## src/scd_consts.vh

```
// constants for the single channel duty pwm driver
`ifndef SCD_CONSTS_VH
`define SCD_CONSTS_VH

// ------------------------------------------------------------
// register byte offsets (word aligned)
// ------------------------------------------------------------
`define SCD_OFS_CTRL 8'h00
`define SCD_OFS_PERIOD 8'h04
`define SCD_OFS_PHASE 8'h08
`define SCD_OFS_DUTY 8'h0c
`define SCD_OFS_INIT 8'h10
`define SCD_OFS_COMPARE_A_COUNT 8'h14
`define SCD_OFS_COMPARE_B_COUNT 8'h18
`define SCD_OFS_COUNT 8'h1c
`define SCD_OFS_INST 8'h20
`define SCD_OFS_PCOPY 8'h24

// ------------------------------------------------------------
// field positions
// ------------------------------------------------------------
`define SCD_CTRL_RUN 0
`define SCD_CTRL_MASTER 1
`define SCD_INIT_GO 0

// ------------------------------------------------------------
// fixed point and reset values
// ------------------------------------------------------------
`define SCD_DUTY_FRAC 24
`define SCD_MODE_MASTER 1'b1
`define SCD_MODE_SLAVE 1'b0
`define SCD_RST_MODE 1'b1
`define SCD_RST_RUN 1'b0
`define SCD_RST_PERIOD 16'hffff
`define SCD_RST_ZERO16 16'h0000
`define SCD_RST_ZERO32 32'h0000_0000
`define SCD_PERIOD_ADJ 16'h0001

// ------------------------------------------------------------
// ahb-lite encodings
// ------------------------------------------------------------
`define SCD_HTRANS_NONSEQ_BIT 1
`define SCD_HRESP_OKAY 1'b0

`endif

```

## src/scd_pwm_top.v

```verilog
// single channel duty pwm driver with ahb-lite register slave
// ------------------------------------------------------------
// Function
// - duty Q24 times stored period gives integer compare A count.
// - each compare A update also loads compare B with half of it.
// - instance number picks target channel and its stored period copy.
// - time base counts up only, wrapping to zero after period register.
// - mode 1 is master ignoring sync, mode 0 is slave following sync.
// - slave loads phase offset into counter on sync; master ignores phase.
// - written period is clocks per cycle; register keeps that minus one.
// - internal Q0 period copy, below 65536, is used for duty scaling.
// ------------------------------------------------------------
//
// Decided for this implementation: the address map and the AHB-Lite interface to the registers.
`include "scd_consts.vh"

module scd_pwm_top #(
  parameter NCH = 2,
  parameter IW = 1,
  parameter PW = 16
) (
  input wire core_clk_i,
  input wire reset_n_i,
  input wire hsel_i,
  input wire [31:0] haddr_i,
  input wire [1:0] htrans_i,
  input wire hwrite_i,
  input wire [2:0] hsize_i,
  input wire [31:0] hwdata_i,
  input wire hready_i,
  input wire timebase_sync_input_i,
  output reg [31:0] hrdata_o,
  output reg hreadyout_o,
  output reg hresp_o,
  output reg [NCH-1:0] pwm_a_o,
  output reg [NCH-1:0] soc_b_o
);

  // ------------------------------------------------------------
  // per channel state
  // ------------------------------------------------------------
  reg [PW-1:0] timebase_period_reg [0:NCH-1];
  reg [PW-1:0] stored_period_copy [0:NCH-1];
  reg [PW-1:0] phase_q [0:NCH-1];
  reg [PW-1:0] compare_a_count [0:NCH-1];
  reg [PW-1:0] compare_b_count [0:NCH-1];
  reg [PW-1:0] count_q [0:NCH-1];
  reg [31:0] duty_input [0:NCH-1];
  reg [NCH-1:0] run_q;
  reg [NCH-1:0] master_q;
  reg [IW-1:0] inst_q;
  reg sync_prev_q;

  // ------------------------------------------------------------
  // bus slave state
  // ------------------------------------------------------------
  reg dphase_q;
  reg dwrite_q;
  reg [7:0] daddr_q;

  wire addr_take;
  wire inst_ok;
  wire sync_evt;
  wire [PW+32-1:0] duty_prod;
  wire [PW-1:0] duty_cnt;
  reg [31:0] rd_mux;
  reg wr_ctrl;
  reg wr_period;
  reg wr_phase;
  reg wr_duty;
  reg wr_init;
  reg wr_inst;
  integer i;
  wire [PW-1:0] count_d [0:NCH-1];
  wire [NCH-1:0] pwm_d;
  wire [NCH-1:0] soc_d;
  genvar g;

  assign addr_take = hsel_i & htrans_i[`SCD_HTRANS_NONSEQ_BIT] & hready_i;
  // writes aimed at an instance that does not exist are dropped
  assign inst_ok = ({{(32-IW){1'b0}}, inst_q} < NCH);
  assign sync_evt = timebase_sync_input_i & ~sync_prev_q;

  // ------------------------------------------------------------
  // duty scaling
  // ------------------------------------------------------------
  // product of Q24 duty and integer period; dropping 24 fraction bits gives Q0
  assign duty_prod = hwdata_i * stored_period_copy[inst_q];
  assign duty_cnt = duty_prod[`SCD_DUTY_FRAC +: PW];

  // ------------------------------------------------------------
  // write decode
  // ------------------------------------------------------------
  always @* begin
    wr_ctrl = 1'b0;
    wr_period = 1'b0;
    wr_phase = 1'b0;
    wr_duty = 1'b0;
    wr_init = 1'b0;
    wr_inst = 1'b0;
    if (dphase_q && dwrite_q) begin
      case (daddr_q)
        `SCD_OFS_CTRL: wr_ctrl = inst_ok;
        `SCD_OFS_PERIOD: wr_period = inst_ok;
        `SCD_OFS_PHASE: wr_phase = inst_ok;
        `SCD_OFS_DUTY: wr_duty = inst_ok;
        `SCD_OFS_INIT: wr_init = inst_ok & hwdata_i[`SCD_INIT_GO];
        `SCD_OFS_INST: wr_inst = 1'b1;
        default: wr_ctrl = 1'b0;
      endcase
    end
  end

  // ------------------------------------------------------------
  // read mux, shows the channel picked by the instance register
  // ------------------------------------------------------------
  always @* begin
    rd_mux = `SCD_RST_ZERO32;
    if (inst_ok) begin
      case (daddr_q)
        `SCD_OFS_CTRL: begin
          rd_mux[`SCD_CTRL_RUN] = run_q[inst_q];
          rd_mux[`SCD_CTRL_MASTER] = master_q[inst_q];
        end
        `SCD_OFS_PERIOD: rd_mux[PW-1:0] = timebase_period_reg[inst_q];
        `SCD_OFS_PHASE: rd_mux[PW-1:0] = phase_q[inst_q];
        `SCD_OFS_DUTY: rd_mux = duty_input[inst_q];
        `SCD_OFS_COMPARE_A_COUNT: rd_mux[PW-1:0] = compare_a_count[inst_q];
        `SCD_OFS_COMPARE_B_COUNT: rd_mux[PW-1:0] = compare_b_count[inst_q];
        `SCD_OFS_COUNT: rd_mux[PW-1:0] = count_q[inst_q];
        `SCD_OFS_INST: rd_mux[IW-1:0] = inst_q;
        `SCD_OFS_PCOPY: rd_mux[PW-1:0] = stored_period_copy[inst_q];
        default: rd_mux = `SCD_RST_ZERO32;
      endcase
    end else if (daddr_q == `SCD_OFS_INST) begin
      rd_mux[IW-1:0] = inst_q;
    end
  end

  // ------------------------------------------------------------
  // ahb-lite slave: one wait state so read data leaves a flip-flop
  // ------------------------------------------------------------
  always @(posedge core_clk_i or negedge reset_n_i) begin
    if (!reset_n_i) begin
      dphase_q <= 1'b0;
      dwrite_q <= 1'b0;
      daddr_q <= 8'h00;
      hreadyout_o <= 1'b1;
      hresp_o <= `SCD_HRESP_OKAY;
      hrdata_o <= `SCD_RST_ZERO32;
    end else begin
      hresp_o <= `SCD_HRESP_OKAY;
      if (dphase_q) begin
        dphase_q <= 1'b0;
        hreadyout_o <= 1'b1;
        if (!dwrite_q) begin
          hrdata_o <= rd_mux;
        end
      end else if (addr_take) begin
        dphase_q <= 1'b1;
        dwrite_q <= hwrite_i;
        daddr_q <= {haddr_i[7:2], 2'b00};
        hreadyout_o <= 1'b0;
      end
    end
  end

  // ------------------------------------------------------------
  // configuration registers
  // ------------------------------------------------------------
  always @(posedge core_clk_i or negedge reset_n_i) begin
    if (!reset_n_i) begin
      inst_q <= {IW{1'b0}};
      run_q <= {NCH{`SCD_RST_RUN}};
      master_q <= {NCH{`SCD_RST_MODE}};
      for (i = 0; i < NCH; i = i + 1) begin
        timebase_period_reg[i] <= `SCD_RST_PERIOD;
        stored_period_copy[i] <= `SCD_RST_ZERO16;
        phase_q[i] <= `SCD_RST_ZERO16;
        duty_input[i] <= `SCD_RST_ZERO32;
        compare_a_count[i] <= `SCD_RST_ZERO16;
        compare_b_count[i] <= `SCD_RST_ZERO16;
      end
    end else begin
      if (wr_inst) begin
        inst_q <= hwdata_i[IW-1:0];
      end
      if (wr_ctrl) begin
        run_q[inst_q] <= hwdata_i[`SCD_CTRL_RUN];
        master_q[inst_q] <= hwdata_i[`SCD_CTRL_MASTER];
      end
      if (wr_period) begin
        // argument is clocks per cycle, up-counting needs one less
        timebase_period_reg[inst_q] <= hwdata_i[PW-1:0] - `SCD_PERIOD_ADJ;
      end
      if (wr_phase) begin
        phase_q[inst_q] <= hwdata_i[PW-1:0];
      end
      if (wr_init) begin
        // the copy only follows the period register on an init step
        stored_period_copy[inst_q] <= timebase_period_reg[inst_q];
      end
      if (wr_duty) begin
        duty_input[inst_q] <= hwdata_i;
        compare_a_count[inst_q] <= duty_cnt;
        compare_b_count[inst_q] <= {1'b0, duty_cnt[PW-1:1]};
      end
    end
  end

  // ------------------------------------------------------------
  // time base, sync and output generation
  // ------------------------------------------------------------
  // one next-state stage per channel, all flopped in the process below
  generate
    for (g = 0; g < NCH; g = g + 1) begin : g_chan
      scd_pwm_step #(
        .PW(PW)
      ) u_step (
        .run_i(run_q[g]),
        .slave_sync_i(sync_evt & (master_q[g] == `SCD_MODE_SLAVE)),
        .pwm_i(pwm_a_o[g]),
        .count_i(count_q[g]),
        .period_i(timebase_period_reg[g]),
        .phase_i(phase_q[g]),
        .compare_a_count_i(compare_a_count[g]),
        .compare_b_count_i(compare_b_count[g]),
        .count_o(count_d[g]),
        .pwm_o(pwm_d[g]),
        .soc_o(soc_d[g])
      );
    end
  endgenerate

  always @(posedge core_clk_i or negedge reset_n_i) begin
    if (!reset_n_i) begin
      sync_prev_q <= 1'b0;
      pwm_a_o <= {NCH{1'b0}};
      soc_b_o <= {NCH{1'b0}};
      for (i = 0; i < NCH; i = i + 1) begin
        count_q[i] <= `SCD_RST_ZERO16;
      end
    end else begin
      sync_prev_q <= timebase_sync_input_i;
      pwm_a_o <= pwm_d;
      soc_b_o <= soc_d;
      for (i = 0; i < NCH; i = i + 1) begin
        count_q[i] <= count_d[i];
      end
    end
  end

endmodule

// ------------------------------------------------------------
// per channel next state of counter, output a and conversion start
// ------------------------------------------------------------
module scd_pwm_step #(
  parameter PW = 16
) (
  input wire run_i,
  input wire slave_sync_i,
  input wire pwm_i,
  input wire [PW-1:0] count_i,
  input wire [PW-1:0] period_i,
  input wire [PW-1:0] phase_i,
  input wire [PW-1:0] compare_a_count_i,
  input wire [PW-1:0] compare_b_count_i,
  output reg [PW-1:0] count_o,
  output reg pwm_o,
  output reg soc_o
);

  always @* begin
    // stopped channel holds its counter and parks output low
    count_o = count_i;
    pwm_o = 1'b0;
    soc_o = 1'b0;
    if (run_i) begin
      pwm_o = pwm_i;
      if (slave_sync_i) begin
        count_o = phase_i;
      end else if (count_i >= period_i) begin
        count_o = `SCD_RST_ZERO16;
      end else begin
        count_o = count_i + `SCD_PERIOD_ADJ;
      end
      // a zero compare wins over the zero point, so zero duty stays low
      if (count_i == compare_a_count_i) begin
        pwm_o = 1'b0;
      end else if (count_i == `SCD_RST_ZERO16) begin
        pwm_o = 1'b1;
      end
      if (count_i == compare_b_count_i) begin
        soc_o = 1'b1;
      end
    end
  end

endmodule

```

## config.mk

```make
export PLATFORM = sky130hd
export DESIGN_NAME = scd_pwm_top
export DESIGN_NICKNAME = d
export VERILOG_FILES = /design/src/scd_pwm_top.v
export VERILOG_INCLUDE_DIRS = /design/src /design/src/src
export SDC_FILE = /design/constraint.sdc
export NUM_CORES = 2
export LEC_CHECK = 0
export ABC_AREA = 1
export BUFFER_PORTS_ARGS = -buffer_cell sky130_fd_sc_hd__buf_2
export CAP_MARGIN = 20
export CORE_UTILIZATION = 30
export CTS_BUF_LIST = sky130_fd_sc_hd__clkbuf_2
export CTS_CLUSTER_SIZE = 28
export DETAILED_ROUTE_END_ITERATION = 8
export REMOVE_ABC_BUFFERS = 1
export SYNTH_ARGS = -nofsm -noshare
export SYNTH_HDL_FRONTEND = slang
export SYNTH_SLANG_ARGS = --single-unit
```

## constraint.sdc

```tcl
create_clock -name core_clk_i -period 7.5 [get_ports core_clk_i]
set_input_delay 0 -clock core_clk_i [delete_from_list [all_inputs] [get_ports core_clk_i]]
set_output_delay 0 -clock core_clk_i [all_outputs]
set_load 0.1 [all_outputs]
```

### After elaboration in Yosys (flattened, before gate mapping)

Cells that the tools add are included.

* $add $sub $neg: 3
* multipliers: 1
* magnitude comparators: 6
* equal/unequal tests: 15
* multiplexer cells: 73
* bitwise logic cells: 11
* reductions and logical operators: 9

Operators with widths (number)
* $mux W16: 24
* $bwmux W32: 5
* $mux W32: 4
* $pmux W14 S7: 1
* $bwmux W64: 1
* $eq A16 B16 Y1: 4
* $mul A32 B16 Y40: 1
* $add A16 B1 Y16 const B: 2
* $demux W32 S1: 1
* $ge A16 B16 Y1: 2
* $logic_not A16 Y1: 2
* $mux W1: 31
* $eq A6 B3 Y1 const B: 4
* $demux W16 S1: 1
* $sub A16 B1 Y16 const B: 1
* $eq A6 B2 Y1 const B: 2
* $eq A6 B4 Y1 const B: 2
* $pmux W1 S9: 1
* $logic_not A8 Y1: 1
* $pmux W1 S8: 1
* $eq A6 B1 Y1 const B: 1
* $ne A3 B1 Y1 const B: 2
* $and A1 B1 Y1: 5
* $not A1 Y1: 5
* 10 further kinds: 14

* flip-flop bits (word level): 307
* input port bits: 75
* output and inout bits: 38
* word-level logic and storage cells: 144

### Longest topological paths before layout

* depth in word-level cells: 6
* mapped depth: 34
* depth with buffers taken out: 31

### Modules after synthesis

Synthesis repeated with hierarchy kept, for this count alone.

* cell total of the unflattened synthesis: 3972
* area, all modules: 30230.2 um^2

Modules (own cells, without submodules)
* scd_pwm_top: instances 1, cells each 3340, area an instance 26793.2 um^2, sequential area each 6925.4 um^2
* scd_pwm_step (g_chan[0].u_step): instances 1, cells each 318, area an instance 1726.7 um^2, sequential area each 0.0 um^2
* scd_pwm_step (g_chan[1].u_step): instances 1, cells each 314, area an instance 1710.4 um^2, sequential area each 0.0 um^2

### Worst setup path before layout

OpenSTA, ideal clock, no wires.

* path kind: flip-flop to flip-flop
* start: reg inst_q
* end: reg compare_a_count[22] (netlist bit)
* data arrival time: 5.992 ns
* required time: 7.374 ns
* path slack: 1.382 ns
* stages on the path, launching flop included: 31
* path buffers: 4
* path through: dfrtp_1 -> inv_2 -> buf_6 -> buf_2 -> or2_2 -> nand2_1 -> inv_1 -> buf_2 -> buf_1 -> nand2_1 -> fa_1 -> inv_1 -> fa_1 -> inv_1 -> fa_1 -> inv_1 -> fa_1 -> fa_1 -> inv_1 -> fa_1 -> inv_1 -> ha_1 -> a21oi_1 -> inv_1 -> a31oi_1 -> o21ai_0 -> nor2_1 -> nand2_1 -> or2_1 -> nand3_1 -> o21ai_0

* word-level cells in the longest chain between the ends: 6

RTL lines
* from (decl): RTL line scd_pwm_top.v:51 `reg [IW-1:0] inst_q;`
* from (signal assigned): RTL line scd_pwm_top.v:173 `inst_q <= {IW{1'b0}};`
* from (signal assigned): RTL line scd_pwm_top.v:186 `inst_q <= hwdata_i[IW-1:0];`
* $not A1 Y2 (not written as such) *: RTL line scd_pwm_top.v:88, scd_pwm_top.v:205
* $mux W16 (not written as such), or another cell as far along: RTL line scd_pwm_top.v:88 `assign duty_prod = hwdata_i * stored_period_copy[inst_q];`
* $mux W16 (not written as such) / $logic_and A1 B1 Y1 (equally long branches): RTL line scd_pwm_top.v:88, scd_pwm_top.v:205
* $mux W16, on equally long branches: RTL line scd_pwm_top.v:88, scd_pwm_top.v:205
* $mul A32 B16 Y40 / $demux W16 S1 (equally long branches): RTL line scd_pwm_top.v:88, scd_pwm_top.v:205
* $bwmux W32 *: RTL line scd_pwm_top.v:205 `compare_a_count[inst_q] <= duty_cnt;`
* to (signal, indexed assignment): RTL line scd_pwm_top.v:181 `` compare_a_count[i] <= `SCD_RST_ZERO16; ``
* to (signal, indexed assignment): RTL line scd_pwm_top.v:205
* to (decl): RTL line scd_pwm_top.v:45 `reg [PW-1:0] compare_a_count [0:NCH-1];`

Every way passes the cells marked *; elsewhere a longest branch is shown, timed or not. The select of a mux whose other input is x is not followed.
A chain may end at the register's enable or synchronous reset.

### Worst setup path after layout

* start: reg inst_q
* end: reg compare_a_count[9] (netlist bit)

The elaborated chain is that of the path after synthesis.

==> results.md <==
- Skew-Pair Late Insertion Delay: around 1.1 ns
- Clk sink count: roughly 280
- Fin Hold WS: ~0.12 ns
- Worst hold path class: input pin to flip-flop
- Layout cells sized above 1: about 9%
- Hpwl dp: 79,500 um
- Largest Register: duty_input
- CTS tree: yes
- Main synth FF type: dfrtp_1
- Vias in the first global route: 26,896
- DRC: 2
- Synthesized area: between 20,000 and 30,000 um2
- Max Transition Viols Final: 0
- Number of flip-flops in the largest register: 64
- Max-Slew Margin vs Limit: approximately 29%
- Met1 WL: 44,520 um
- Post-Layout Inst Area: 32,930 um2
- FP Rows: roughly 110
- Max Cap Violations: 0
- WL met2: just under 50,000 um
- Seq/Total Area, Yosys: a little under a quarter
- CP required: roughly 8.4 ns
- Antenna violations before repair: 3
- GRT Util Overall: a little over a fifth
- Crit path time final: slightly above 7 ns
- Unrepaired setup endpoints after global routing: false
- Slowest Stage Delay on Critical Path: 0.54 ns
- Starting Density: 30.44%
- Detailed Route WL: 104,800 um
- Clk buf depth: 3
- Global route overflow: 0
- Root Buffer Master: clkbuf_2
- Number of flops mapped to enable cells by yosys: 0
- Pin count of the biggest net entering global routing: 169
- Nets: around 4,500
- Detailed Route Iter0 Violations: around 2,500
- Synthesized instance count: around 3,800
- Hold Fails Final Rpt: 0
- Crit Path Class: flip-flop to flip-flop
- Worst slew pin tran: about 1.1 ns
- Fmax: about 0.14 GHz
- Most frequent CP cell: nand2_1
- Endpoints failing setup: 0
- CTS clk-pin slew, worst paths: 0.11 ns
- Met3 wire length: between 8000 and 9000 um
- Placement Cell Area: 31,330 um2
- Die height: about 320 um
- Yosys reg bits: 275
- Highest metal used: met5
- Synthesized area per cell: a little under 8 um2
- Critical Path Sink Type: flip-flop
- Synth unique cells: 60
- Failing checks: DRC
- Worst path slowest cell: fa_1
- Die W: around 320 um
- Outcome: finished, violations left
- Number of setup buffers added after CTS: 0
- Via count: 26,205
- Number of vias per cell: around 5.0
- Routability-driven placement congestion ratio: between 0.9 and 1
- Deepest level of the CTS H-tree: 3
- Worst Skew: approximately 0.13 ns
- Fillers: 10,485
- Final ANT Viol Nets: 0
- Die ar.: 99,980 um2
- Startpoint types: flip-flop
- Yosys warnings: 0
- Port bufs: 81
- Cts bufs inserted: 81
- Area growth from synthesis to layout: 11.19%
- Tcrit/Tclk final: about 95%
- Share of flip-flops with an asynchronous set or reset: 100.0%
- Crit-path max FO: 24
- First-pass GRT wire length: 161,900 um
- Top-level I/O count: approximately 110
- Crit path DAT: around 8 ns
- First drt pass iteration count: 9
- Core ar.: roughly 97,000 um2
- Drt wl/cell: ~20 um
[Yosys cell counts (6+ instances only)]
library cell,count,area [um2]
nand2_1,936,3513
inv_1,719,2699
fa_1,391,7828
nor2_1,317,1190
o21ai_0,285,1426
dfrtp_1,240,6006
a21oi_1,126,630.6
clkbuf_1,126,473.0
ha_1,119,1489
nand3_1,85,425.4
xor2_1,59,516.8
buf_2,39,195.2
o21ai_1,38,190.2
dfstp_2,35,919.6
a22oi_1,25,187.7
nand4_1,24,150.1
nor3_1,24,120.1
nor4_1,23,143.9
o22ai_1,19,118.9
o31ai_1,17,127.6
inv_2,13,48.80
a221oi_1,12,105.1
o221ai_1,12,105.1
xnor2_1,12,105.1
a31oi_1,11,68.82
clkinv_1,9,33.78
nand2_2,8,50.05
buf_1,7,26.28
nand3b_1,7,52.55
buf_4,6,45.04
o211ai_1,6,45.04
or2_2,6,37.54
[cells by family (layout without fill, tap and decap cells)]
logic type	after synthesis	after routing	synth area share, %
compound gates	580	580	10.99
xor+xnor	71	71	2.100
fa+ha+maj	510	510	31.46
buf+inv	924	1100	12.02
flops	275	275	23.39
mux	2	2	0.06760
other cells	1	3	0.01266
simple gates	1453	1453	19.97
[timing repair]
action | 4_1_cts | 5_1_grt
hold buffers | 84 | 0
setup endpoints to repair | 0 | 2
endpoints found under the hold margin | 423 | 0
resized for setup | 0 | 1
[through the flow]
step | utilization (%) | setup TNS [ns] | setup slack [ns] | instances
2_1_floorplan | - | -57.34 | -1.895 | 3633
3_3_place_gp | 32.20 | 0 | 0.3180 | 5043
3_5_place_dp | 32.20 | 0 | 0.2715 | 5043
4_1_cts | 33.84 | 0 | 0.2417 | 5268
5_1_grt | 33.85 | 0 | 0.06835 | 5269
6_report | 33.85 | 0 | 0.3693 | 5270
[worst max-delay path: cells and delay by family, from the launching register on]
kind	cells	cell delay [ns]
buf+inv	9	1.23
flops	1	0.51
xor+xnor	1	0.41
fa+ha+maj	7	3.41
compound gates	3	0.28
simple gates	10	1.07
[cells in the final DEF (no fill, tap or decap), types with 18 or more instances in the layout]
cell type      instances
nand4_1               24
dfstp_2               35
a22oi_1               25
o21ai_0              285
buf_4                 48
dfrtp_1              239
xor2_1                59
o22ai_1               19
nand3_1               85
clkbuf_2             125
a21oi_1              126
fa_1                 391
buf_2                 80
nor4_1                23
clkinv_1              18
nand2_1              935
inv_1                719
nor2_1               316
nor3_1                23
ha_1                 119
dlygate4sd3_1         83
o21ai_1               37
[path summary, 6_finish.rpt]
path | cells after the start | slack [ns] | end | start
min | 5 | 0.12 | timebase_period_reg[2]$_DFFE_PN1P_ | hwdata_i[2]
min in group asynchronous | 4 | 0.62 | master_q[0]$_DFFE_PN1P_ | reset_n_i
min reg2reg | 2 | 0.48 | stored_period_copy[3]$_DFFE_PN0P_ | stored_period_copy[3]$_DFFE_PN0P_
max reg2reg | 30 | 0.37 | compare_a_count[9]$_DFFE_PN0P_ | inst_q$_DFFE_PN0P_
max | 30 | 0.37 | compare_a_count[9]$_DFFE_PN0P_ | inst_q$_DFFE_PN0P_
max in group asynchronous | 5 | 5.82 | stored_period_copy[31]$_DFFE_PN0P_ | reset_n_i
[area by class of cell]
| cell class | count | area (um2) | area share, % |
|---|---|---|---|
| diodes | 2 | 5.005 | 0.01520 |
| multi-input cells | 2617 | 19150 | 58.16 |
| inverters | 741 | 2781 | 8.447 |
| well taps | 1276 | 1597 | 4.849 |
| clock buffers | 125 | 625.6 | 1.900 |
| clock inverters | 16 | 103.9 | 0.3154 |
| flip-flops and latches | 275 | 6929 | 21.04 |
| repair buffers | 218 | 1734 | 5.267 |
[routing by layer]
metal  track usage (%)  vias up
li1                  -    11984
met1             28.83    13002
met2             34.93     1025
met3             3.296      192
met4             7.627        2
met5                 0        -
Power is left out: the tool's default activity adds up to more than one toggle a clock period on the data nets, which glitch-free logic cannot reach.
